**config.mk**
```make
export PLATFORM = sky130hd
export DESIGN_NAME = memory_map_page_arbiter
export DESIGN_NICKNAME = d
export VERILOG_FILES = /design/src/logic/mmap_pkg.sv /design/src/logic/addr_decode.sv /design/src/logic/memory_map_page_arbiter.sv
export VERILOG_INCLUDE_DIRS = /design/src /design/src/logic
export SDC_FILE = /design/constraint.sdc
export NUM_CORES = 1
export LEC_CHECK = 0
export BUFFER_PORTS_ARGS = -buffer_cell sky130_fd_sc_hd__buf_2
export CORE_AREA = 2 2 107 109
export DETAILED_ROUTE_END_ITERATION = 7
export DIE_AREA = 0 0 109 111
export PLACE_DENSITY = 0.73
export SETUP_SLACK_MARGIN = 0.2
export SYNTH_ARGS = -nofsm -noshare
export SYNTH_HDL_FRONTEND = slang
export SYNTH_HIERARCHICAL = 1
export SYNTH_SLANG_ARGS = --single-unit
```
**constraint.sdc**
```tcl
create_clock -name clk_sys_i -period 3.6 [get_ports clk_sys_i]
set_input_delay 0.36 -clock clk_sys_i [delete_from_list [all_inputs] [get_ports clk_sys_i]]
set_output_delay 0.36 -clock clk_sys_i [all_outputs]
set_load 0.05 [all_outputs]
```
**src/logic/mmap_regs.svh**
```systemverilog
// Address map, page and timing constants for the memory-map page arbiter
`ifndef MMAP_REGS_SVH
`define MMAP_REGS_SVH
`define GADDR_W 18
`define LADDR_W 16
`define PAGE_W 8
`define REG_BOTTOM 18'h0_0000
`define REG_TOP 18'h0_03FF
`define RAM_END_PLUS1 18'h0_4000
`define RAM_TOP 18'h0_3FFF
`define RAM_MAX_BYTES 32'h0000_2C00
`define DF_BOTTOM 18'h0_4400
`define DF_TOP 18'h0_53FF
`define PF_END_PLUS1 32'h0004_0000
`define PF_TOP 18'h3_FFFF
`define PF_MAX_BYTES 32'h0003_8000
`define INFO_ROW_PAGE 8'h01
`define INFO_ROW_MAX_BYTES 32'h0000_4000
`define PAGE_RESET 8'h0E
`define WIN_LOW 16'h8000
`define WIN_HIGH 16'hBFFF
`define WIN_SEL_BIT 14
`define FIXED_PAGE_0 8'h0C
`define FIXED_PAGE_1 8'h0D
`define FIXED_PAGE_3 8'h0F
`define STARVE_LIMIT 8'h80
`endif

```
**src/logic/mmap_pkg.sv**
```systemverilog
// Types shared by the memory-map page arbiter
package mmap_pkg;
    typedef struct packed {
        logic req;
        logic wr;
        logic word;
        logic [15:0] addr;
        logic [15:0] wdata;
    } mreq_t;
    typedef struct packed {
        logic req;
        logic wr;
        logic word;
        logic [17:0] addr;
        logic [15:0] wdata;
    } treq_t;
    typedef enum logic [6:0] {
        SEQ_IDLE = 7'b0000001,
        SEQ_SAVE = 7'b0000010,
        SEQ_PUSH_RET = 7'b0000100,
        SEQ_PUSH_PG = 7'b0001000,
        SEQ_POP_PG = 7'b0010000,
        SEQ_POP_RET = 7'b0100000,
        SEQ_WR_PG = 7'b1000000
    } seq_t;
endpackage

```
**src/logic/addr_decode.sv**
```systemverilog
// Local to global translation and region decode for one master
`timescale 1ns/10ps
`include "mmap_regs.svh"
module addr_decode #(
    parameter int RAM_BYTES = 32'h0000_2C00,
    parameter int PF_BYTES = 32'h0003_8000
) (
    input wire logic [15:0] laddr_i,
    input wire logic [7:0] page_i,
    output logic [17:0] gaddr_o,
    output logic hit_o
);
    import mmap_pkg::*;
    logic [7:0] pg;
    logic [17:0] ram_low;
    logic [17:0] program_flash_base_address;
    assign ram_low = 18'(`RAM_END_PLUS1 - 18'(RAM_BYTES));
    assign program_flash_base_address = 18'(`PF_END_PLUS1 - 32'(PF_BYTES));
    always_comb begin
        case (laddr_i[15:14])
            2'b00: pg = `FIXED_PAGE_0;
            2'b01: pg = `FIXED_PAGE_1;
            2'b10: pg = page_i;
            default: pg = `FIXED_PAGE_3;
        endcase
        // Fixed low page uses direct global addresses for regs and RAM
        if (laddr_i[15:14] == 2'b00) begin
            gaddr_o = {2'b00, laddr_i};
        end else begin
            gaddr_o = {pg[3:0], laddr_i[13:0]};
        end
    end
    always_comb begin
        hit_o = 1'b0;
        if (gaddr_o <= `REG_TOP) begin
            hit_o = 1'b1;
        end
        if (gaddr_o >= ram_low && gaddr_o <= `RAM_TOP) begin
            hit_o = 1'b1;
        end
        if (gaddr_o >= `DF_BOTTOM && gaddr_o <= `DF_TOP) begin
            hit_o = 1'b1;
        end
        if (gaddr_o >= program_flash_base_address) begin
            hit_o = 1'b1;
        end
        if (pg == `INFO_ROW_PAGE && laddr_i[15:14] == 2'b10) begin
            hit_o = 1'b1;
        end
    end
endmodule

```
**src/logic/memory_map_page_arbiter.sv**
```systemverilog
// Memory-map controller: decode, crossbar port zero arbitration, paged call/return
// How it works
// - Register region of 1 kB is served by crossbar port zero.
// - System RAM up to 11 kB is served by crossbar port zero.
// - Fixed 4 kB data flash sits in the map on port zero.
// - Program flash up to 224 kB ends at 0x3_FFFF, base 0x4_0000 minus size.
// - RAM ends at 0x0_3FFF and starts at 0x0_4000 minus its size.
// - Info flash rows, data flash included, at most 16 kB on page 0x01.
// - Processor access to unimplemented space resets the system in single-chip mode, except firmware.
// - Debug master access to unimplemented space completes, no reset, data undefined.
// - Controller drives master buses and swaps processor read byte lanes.
// - Only one master owns the target bus at any time.
// - Processor wins normal contention with the debug master.
// - Debug master stalled over 128 cycles gains priority after processor op.
// - The controller raises no interrupts.
// - Page index picks one of 16 pages in a 16 kB window.
// - Paged call saves page, loads new, pushes return, pushes page, jumps.
// - Paged call and return run to completion without taking interrupts.
// - New page comes from immediate operand, or memory in indirect forms.
// - Paged return pops page, pops return to PC, writes page, resumes.
// - Page window is 0x8000 to 0xBFFF, four index bits select block.
// - Page index resets to 0x0E for linear flash after reset.
`timescale 1ns/10ps
`include "mmap_regs.svh"
module memory_map_page_arbiter #(
    parameter int RAM_BYTES = 32'h0000_2C00,
    parameter int PF_BYTES = 32'h0003_8000,
    parameter int STARVE = 128
) (
    input wire logic clk_sys_i,
    input wire logic rst_i,
    input wire logic single_chip_i,
    input wire logic firmware_cmd_i,
    input wire mmap_pkg::mreq_t cpu_req_i,
    input wire logic cpu_op_end_i,
    output logic cpu_grant_o,
    output logic [15:0] cpu_rdata_o,
    input wire mmap_pkg::mreq_t dbg_req_i,
    output logic dbg_grant_o,
    output logic [15:0] dbg_rdata_o,
    output mmap_pkg::treq_t xbar_zero_o,
    input wire logic [15:0] xbar_zero_rdata_i,
    input wire logic call_i,
    input wire logic rtc_i,
    input wire logic indirect_i,
    input wire logic [7:0] imm_page_i,
    input wire logic [7:0] mem_page_i,
    input wire logic [15:0] ret_addr_i,
    input wire logic [15:0] stack_page_i,
    input wire logic [15:0] stack_ret_i,
    output logic seq_busy_o,
    output logic irq_block_o,
    output logic push_o,
    output logic pop_o,
    output logic [15:0] push_data_o,
    output logic pc_load_o,
    output logic [15:0] pc_value_o,
    output logic queue_refill_o,
    output logic [7:0] program_page_index_o,
    output logic illegal_reset_o,
    output logic irq_o
);
    import mmap_pkg::*;

    initial begin
        if (RAM_BYTES > `RAM_MAX_BYTES || PF_BYTES > `PF_MAX_BYTES || STARVE < 1 || STARVE > 255)
            $error("Unsupported memory sizes or starvation limit");
    end

    seq_t seq_ff;
    logic [7:0] program_page_index_ff;
    logic [7:0] tmp_page_ff;
    logic [7:0] starve_ff;
    logic dbg_prio_ff;
    logic owner_dbg_ff;
    logic owner_busy_ff;
    logic [15:0] cpu_rdata_ff;
    logic [15:0] dbg_rdata_ff;
    logic illegal_ff;
    logic [17:0] cpu_gaddr;
    logic [17:0] dbg_gaddr;
    logic cpu_hit;
    logic pick_dbg;
    logic pick_cpu;

    function automatic logic [15:0] lane_swap(input logic [15:0] d, input logic odd, input logic w);
        lane_swap = (!w && odd) ? {8'h00, d[7:0]} : (!w ? {8'h00, d[15:8]} : d);
    endfunction

    addr_decode #(.RAM_BYTES(RAM_BYTES), .PF_BYTES(PF_BYTES)) u_cpu_dec (
        .laddr_i(cpu_req_i.addr),
        .page_i(program_page_index_ff),
        .gaddr_o(cpu_gaddr),
        .hit_o(cpu_hit)
    );
    addr_decode #(.RAM_BYTES(RAM_BYTES), .PF_BYTES(PF_BYTES)) u_dbg_dec (
        .laddr_i(dbg_req_i.addr),
        .page_i(program_page_index_ff),
        .gaddr_o(dbg_gaddr),
        .hit_o()
    );

    // Debug wins against a requesting processor only once starved; the processor keeps the bus till its op ends
    assign pick_dbg = dbg_req_i.req && (!cpu_req_i.req || dbg_prio_ff) &&
                      !(owner_busy_ff && !owner_dbg_ff && !cpu_op_end_i);
    assign pick_cpu = cpu_req_i.req && !pick_dbg;
    assign cpu_grant_o = pick_cpu;
    assign dbg_grant_o = pick_dbg;

    always_ff @(posedge clk_sys_i) begin
        if (rst_i) begin
            starve_ff <= 8'h00;
            dbg_prio_ff <= 1'b0;
        end else if (!dbg_req_i.req || pick_dbg) begin
            starve_ff <= 8'h00;
            dbg_prio_ff <= 1'b0;
        end else if (starve_ff < 8'(STARVE)) begin
            starve_ff <= starve_ff + 8'h01;
        end else begin
            dbg_prio_ff <= 1'b1;
        end
    end

    always_ff @(posedge clk_sys_i) begin
        if (rst_i) begin
            owner_busy_ff <= 1'b0;
            owner_dbg_ff <= 1'b0;
        end else begin
            owner_busy_ff <= pick_cpu && !cpu_op_end_i;
            owner_dbg_ff <= pick_dbg;
        end
    end

    always_comb begin
        xbar_zero_o = '0;
        if (pick_dbg) begin
            xbar_zero_o = '{req: 1'b1, wr: dbg_req_i.wr, word: dbg_req_i.word,
                            addr: dbg_gaddr, wdata: dbg_req_i.wdata};
        end else if (pick_cpu) begin
            xbar_zero_o = '{req: 1'b1, wr: cpu_req_i.wr, word: cpu_req_i.word,
                            addr: cpu_gaddr, wdata: cpu_req_i.wdata};
        end
    end

    always_ff @(posedge clk_sys_i) begin
        if (rst_i) begin
            cpu_rdata_ff <= 16'h0000;
            dbg_rdata_ff <= 16'h0000;
        end else begin
            if (pick_cpu && !cpu_req_i.wr) begin
                cpu_rdata_ff <= lane_swap(xbar_zero_rdata_i, cpu_req_i.addr[0],
                                          cpu_req_i.word);
            end
            // Unmapped debug reads just return whatever the port shows
            if (pick_dbg && !dbg_req_i.wr) begin
                dbg_rdata_ff <= xbar_zero_rdata_i;
            end
        end
    end
    assign cpu_rdata_o = cpu_rdata_ff;
    assign dbg_rdata_o = dbg_rdata_ff;

    always_ff @(posedge clk_sys_i) begin
        if (rst_i) begin
            illegal_ff <= 1'b0;
        end else begin
            illegal_ff <= pick_cpu && !cpu_hit && single_chip_i && !firmware_cmd_i;
        end
    end
    assign illegal_reset_o = illegal_ff;
    assign irq_o = 1'b0;

    always_ff @(posedge clk_sys_i) begin
        if (rst_i) begin
            seq_ff <= SEQ_IDLE;
            program_page_index_ff <= `PAGE_RESET;
            tmp_page_ff <= 8'h00;
        end else begin
            case (seq_ff)
                SEQ_IDLE: begin
                    if (call_i) begin
                        tmp_page_ff <= program_page_index_ff;
                        program_page_index_ff <= indirect_i ? mem_page_i : imm_page_i;
                        seq_ff <= SEQ_PUSH_RET;
                    end else if (rtc_i) begin
                        seq_ff <= SEQ_POP_PG;
                    end
                end
                SEQ_PUSH_RET: seq_ff <= SEQ_PUSH_PG;
                SEQ_PUSH_PG: seq_ff <= SEQ_SAVE;
                SEQ_SAVE: seq_ff <= SEQ_IDLE;
                SEQ_POP_PG: begin
                    tmp_page_ff <= stack_page_i[7:0];
                    seq_ff <= SEQ_POP_RET;
                end
                SEQ_POP_RET: seq_ff <= SEQ_WR_PG;
                SEQ_WR_PG: begin
                    program_page_index_ff <= tmp_page_ff;
                    seq_ff <= SEQ_SAVE;
                end
                default: seq_ff <= SEQ_IDLE;
            endcase
        end
    end

    always_comb begin
        push_o = 1'b0;
        pop_o = 1'b0;
        push_data_o = 16'h0000;
        pc_load_o = 1'b0;
        pc_value_o = 16'h0000;
        queue_refill_o = 1'b0;
        case (seq_ff)
            SEQ_PUSH_RET: begin
                push_o = 1'b1;
                push_data_o = ret_addr_i;
            end
            SEQ_PUSH_PG: begin
                push_o = 1'b1;
                push_data_o = {8'h00, tmp_page_ff};
            end
            SEQ_POP_PG: pop_o = 1'b1;
            SEQ_POP_RET: begin
                pop_o = 1'b1;
                pc_load_o = 1'b1;
                pc_value_o = stack_ret_i;
            end
            SEQ_SAVE: queue_refill_o = 1'b1;
            default: queue_refill_o = 1'b0;
        endcase
    end
    assign seq_busy_o = seq_ff != SEQ_IDLE;
    assign irq_block_o = seq_ff != SEQ_IDLE;
    assign program_page_index_o = program_page_index_ff;

    a_single_owner: assert property (@(posedge clk_sys_i) disable iff (rst_i)
        !(cpu_grant_o && dbg_grant_o)) else $error("Two masters granted");
    a_cpu_first: assert property (@(posedge clk_sys_i) disable iff (rst_i)
        (cpu_req_i.req && dbg_req_i.req && !dbg_prio_ff) |-> cpu_grant_o)
        else $error("Processor lost normal contention");
    a_starve_prio: assert property (@(posedge clk_sys_i) disable iff (rst_i)
        (dbg_req_i.req && !dbg_grant_o && starve_ff == 8'(STARVE)) |=> dbg_prio_ff || !dbg_req_i.req
        || dbg_grant_o) else $error("Starved debug not promoted");
    a_starve_clear: assert property (@(posedge clk_sys_i) disable iff (rst_i)
        (!dbg_req_i.req || dbg_grant_o) |=> starve_ff == 8'h00) else $error("Counter kept");
    a_illegal_rst: assert property (@(posedge clk_sys_i) disable iff (rst_i)
        (cpu_grant_o && !cpu_hit && single_chip_i && !firmware_cmd_i) |=> illegal_reset_o)
        else $error("Missing illegal reset");
    a_dbg_noreset: assert property (@(posedge clk_sys_i) disable iff (rst_i)
        dbg_grant_o |=> !illegal_reset_o || $past(cpu_grant_o)) else $error("Debug reset");
    a_no_irq: assert property (@(posedge clk_sys_i) disable iff (rst_i)
        !irq_o) else $error("Interrupt raised");
    a_call_order: assert property (@(posedge clk_sys_i) disable iff (rst_i)
        (seq_ff == SEQ_IDLE && call_i) |=> push_o && push_data_o == ret_addr_i ##1
        push_o && push_data_o[7:0] == $past(program_page_index_o, 2) ##1 queue_refill_o)
        else $error("Call order wrong");
    a_rtc_order: assert property (@(posedge clk_sys_i) disable iff (rst_i)
        (seq_ff == SEQ_IDLE && !call_i && rtc_i) |=> pop_o ##1 pc_load_o ##1 seq_busy_o ##1
        queue_refill_o) else $error("Return order wrong");
    a_atomic_seq: assert property (@(posedge clk_sys_i) disable iff (rst_i)
        seq_busy_o |-> irq_block_o) else $error("Sequence interruptible");
    a_page_reset: assert property (@(posedge clk_sys_i) disable iff (rst_i)
        $past(rst_i) |-> program_page_index_o == `PAGE_RESET) else $error("Bad page reset");
endmodule

```
# Word level (Yosys, flattened, before mapping)
# Cells that the tools add are included.
# W data, S select, Z words.
[word_totals]
ff_bits = 67
latch_bits = 0
mem_bits_rw = 0
mem_bits_ro = 0
inputBits = 158
output_inout_bits = 119
memories = 0
[classes]
addsub = 1
mul = 0
div_mod_pow = 0
n_lt_le_gt_ge = 7
eq_ne = 15
shift = 0
muxes = 27
bitwise = 0
n_reduce_logical = 38
[ops]
columns = ["op", "count"]
rows = [
  ["$mux W37", 2],
  ["$mux W16", 3],
  ["$mux W18", 2],
  ["$pmux W7 S5", 1],
  ["$pmux W16 S2", 1],
  ["$pmux W8 S2", 2],
  ["$mux W8", 3],
  ["$pmux W8 S3", 1],
  ["$ge A18 B13 Y1 const B", 1],
  ["$ge A18 B15 Y1 const B", 1],
  ["$ge A18 B16 Y1 const B", 1],
  ["$le A18 B10 Y1 const B", 1],
  ["$le A18 B14 Y1 const B", 1],
  ["$le A18 B15 Y1 const B", 1],
  ["$logic_and A1 B1 Y1", 15],
  ["$mux W7", 2],
  ["$logic_not A1 Y1", 11],
  ["$mux W1", 9],
  ["$add A8 B1 Y8 const B", 1],
  ["$eq A8 B1 Y1 const B", 1],
  ["$lt A8 B8 Y1 const B", 1],
  ["$pmux W4 S2", 1],
  ["$reduce_or A2 Y1", 4],
  ["$eq A7 B1 Y1 const B", 1],
  ["15 further kinds", 21],
]

# Longest topological paths before layout
[depth]
ltp_word = 13
depth_mapped = 8
ltp_nobuf = 6

# Modules after synthesis
# Netlist, hierarchy kept.
[by_module_without_submodules]
columns = ["mod", "n_inst", "cells_each", "area_each_um2"]
rows = [
  ["memory_map_page_arbiter", 1, 507, 3723.6],
  ["addr_decode", 2, 27, 192.7],
]

# Worst setup path before layout
# OpenSTA, ideal clock, no wires.
[synth_path]
kind = "flip-flop to output port"
from = "reg seq_ff[0]"
to = "out pc_value_o[10]"
t_arrival_ns = 2.265
slack_ns = 0.975
stages_incl_launch_ff = 7
cell_sequence = "dfxtp_1 -> clkbuf_1 -> nor3_1 -> and4b_1 -> clkbuf_1 -> clkbuf_1 -> and2_1"
[synth_via]
elab_chain_cells = 2
[synth_lines]
columns = ["element", "line", "rtl"]
rows = [
  ["from (decl)", "memory_map_page_arbiter.sv:70", "seq_t seq_ff;"],
  ["from (signal assigned)", "memory_map_page_arbiter.sv:175", "seq_ff <= SEQ_IDLE;"],
  ["from (signal assigned)", "memory_map_page_arbiter.sv:184", "seq_ff <= SEQ_PUSH_RET;"],
  ["from (signal assigned)", "memory_map_page_arbiter.sv:186", "seq_ff <= SEQ_POP_PG;"],
  ["$eq A7 B6 Y1", "memory_map_page_arbiter.sv:213", "case (seq_ff)"],
  ["$mux W16", "memory_map_page_arbiter.sv:213", ""],
  ["to (decl)", "memory_map_page_arbiter.sv:57", "output logic [15:0] pc_value_o,"],
]
# No other way between the ends.

# Final worst setup path
[layout_path]
from = "reg seq_ff[4]"
to = "out push_data_o[7]"
[layout_via]
elab_chain_cells = 2
elab_cells_between_ends = 3
classes_between = "eq/ne: 2; mux: 1"
[layout_lines]
columns = ["element", "line", "rtl"]
rows = [
  ["$eq A7 B4 Y1 or $eq A7 B3 Y1 (tied branches)", "memory_map_page_arbiter.sv:213", ""],
  ["$pmux W16 S2 (*)", "memory_map_page_arbiter.sv:213", ""],
  ["to (decl)", "memory_map_page_arbiter.sv:55", "output logic [15:0] push_data_o,"],
]
# Every way passes the cells marked *; elsewhere a longest branch is shown, timed or not.

==> flow_summary.yaml <==
sta:
  skew_ps: 6.44
  setup_viol: 0
  finalHoldViolCount: 0
  timing.fmax_ghz: 0.368
  maxSlewHeadroom: 0.383
  period_minus_slack_ps: 2720
  slew_violations: 0
  worst_slew_pin_slew_ps: 922
  rsz0062_at_grt: "no"
  fin_ws_ps: 882
  timing.setup.tns_ps: 0
  timing.final.crit_share: 0.755
critical_path:
  crit_fanout: 10
  endpoint_kind: "output pin"
  crit_family: "simple AND/OR/NAND/NOR gates"
  cp.required_ps: 3240
  path_cells: "or3_1 -> nor4_2 -> a22o_1 -> buf_2"
  reg2reg_slack_ps: 1620
  cpMaxStageDelayCell: "nor4_2"
  arrival_ps: 2360
  cp_slowest_stage_delay_ps: 680
  critPathBufInv: 1
  crit_path_start_kind: "register"
  critPathKind: "register to output pin"
floorplanning:
  initial_utilization: 0.366
  rows: 39
  dieArea_mm2: 0.0121
  coreArea_mm2: 0.0111
  die_x_um: 109
  pin_count: 277
  die_h_um: 111
pwr:
  ir_worst_vdd_uv: 260
  p_leak_nw: 2.82
  powerDensity_mw_per_mm2: 431
  power.total_mw: 2.36
routing:
  drtPass1Iterations: 4
  wirelength_um: 12100
  ant_nets: 0
  viasPerCell: 4.89
  wl_per_cell_um: 13.3
  drt_iter0_drc: 175
  drcViolationCount: 0
  vias: 4465
synthesis:
  synth_cells: 553
  yosys_warnings: 6
  synthesis.area_mm2: 0.00406
  syn-num-nets: 712
  avgSynthCellArea_um2: 7.34
placement:
  dp.final_hpwl_um: 9220
  place_congestion: 0.785
  place_area_mm2: 0.00519
  post-place-ws_ps: 1160
  port_buffers: 267
clock_network:
  clkLatencyLatePin_ps: 320
  cts_buffers: 9
  ctsResizeCount: 0
  clkSlewWorstSetupHoldPaths_ps: 60
  post-cts-setup-buffers: 0
  htree_levels: 3
  cts_hold_buf: 0
  cts_tree: "yes"
  clkSinkCount: 67
  clk_path_buf_depth: 2
  cts-root-buf: "clkbuf_16"
final_layout:
  layout.nets: 924
  final_area_mm2: 0.00547
  mostFrequentLayoutCells: "buf_2 (267), nand2_1 (125), dfxtp_1 (67)"
  antenna_cells: 0
  final_common_cell: "buf_2"
  syn_to_final_growth_pct: 34.9
  drive_above_1_share: 0.396
grt:
  grtUsageTotal: 0.192
  grt_pass1_wl_um: 18900
  grt_overflow: 0
  grt_pass1_vias: 3875
  grt_antenna_before_repair: 0
  grt_max_degree: 54
flow_run:
  max-cap-violations: 0
min_path:
  hp-class: "input pin to register"
outcome:
  status: "complete, no violations"
per-layer routing:
layer | GRT usage | routed length, um | vias up | part of all wire
li1 | - | - | 2287 | -
met4 | 0.0479 | 103 | 0 | 0.0085
met5 | 0 | 0 | - | 0
met3 | 0.0476 | 1000 | 11 | 0.083
met2 | 0.323 | 5890 | 178 | 0.49
met1 | 0.245 | 5130 | 1989 | 0.42
power by group:
part           internal (mW)  leakage, nW  total [mW]  switching, mW
logic                  0.209         2.14       0.694          0.484
clock network          0.477        0.141       0.832          0.355
registers              0.789        0.547       0.832         0.0435
registers in the layout (all words and copies together), names as in the netlist:
name,count
illegal_reset_o,1
starve_ff,8
tmp_page_ff,8
dbg_rdata_o,16
owner_dbg_ff,1
owner_busy_ff,1
program_page_index_o,8
cpu_rdata_o,16
dbg_prio_ff,1
seq_ff,7
stage by stage:
stage	hold slack [ps]	utilization	instances
3_5_place_dp	445	0.468	897
5_1_grt	223	0.494	913
4_1_cts	212	0.494	913
2_1_floorplan	438	-	553
6_report	228	0.494	913
3_3_place_gp	441	0.468	897
path summary, 6_finish.rpt:
path | start | cells past startpoint | to
max | seq_ff[4] | 4 | push_data_o[7]
max reg2reg | owner_busy_ff | 5 | starve_ff[1]
min reg2reg | cpu_rdata_o[10] | 2 | cpu_rdata_o[10]
min | cpu_op_end_i | 2 | owner_busy_ff
worst reg2reg max path, cell delays in order (launching register included):
cell and delay (ps):
dfxtp_1 300, nor3b_1 150, or3_2 480, inv_2 460, or3_1 380, nor2_1 90
final cells by class:
type	instances	area, um2
well taps	143	179
repair buffers	272	1370
fillers	1142	5610
clock buffers	9	225
inverters	6	22.5
multi-input cells	409	2270
clock inverters	7	57.6
flip-flops and latches	67	1340
No activity file was read; power rests on OpenSTA's default activity.
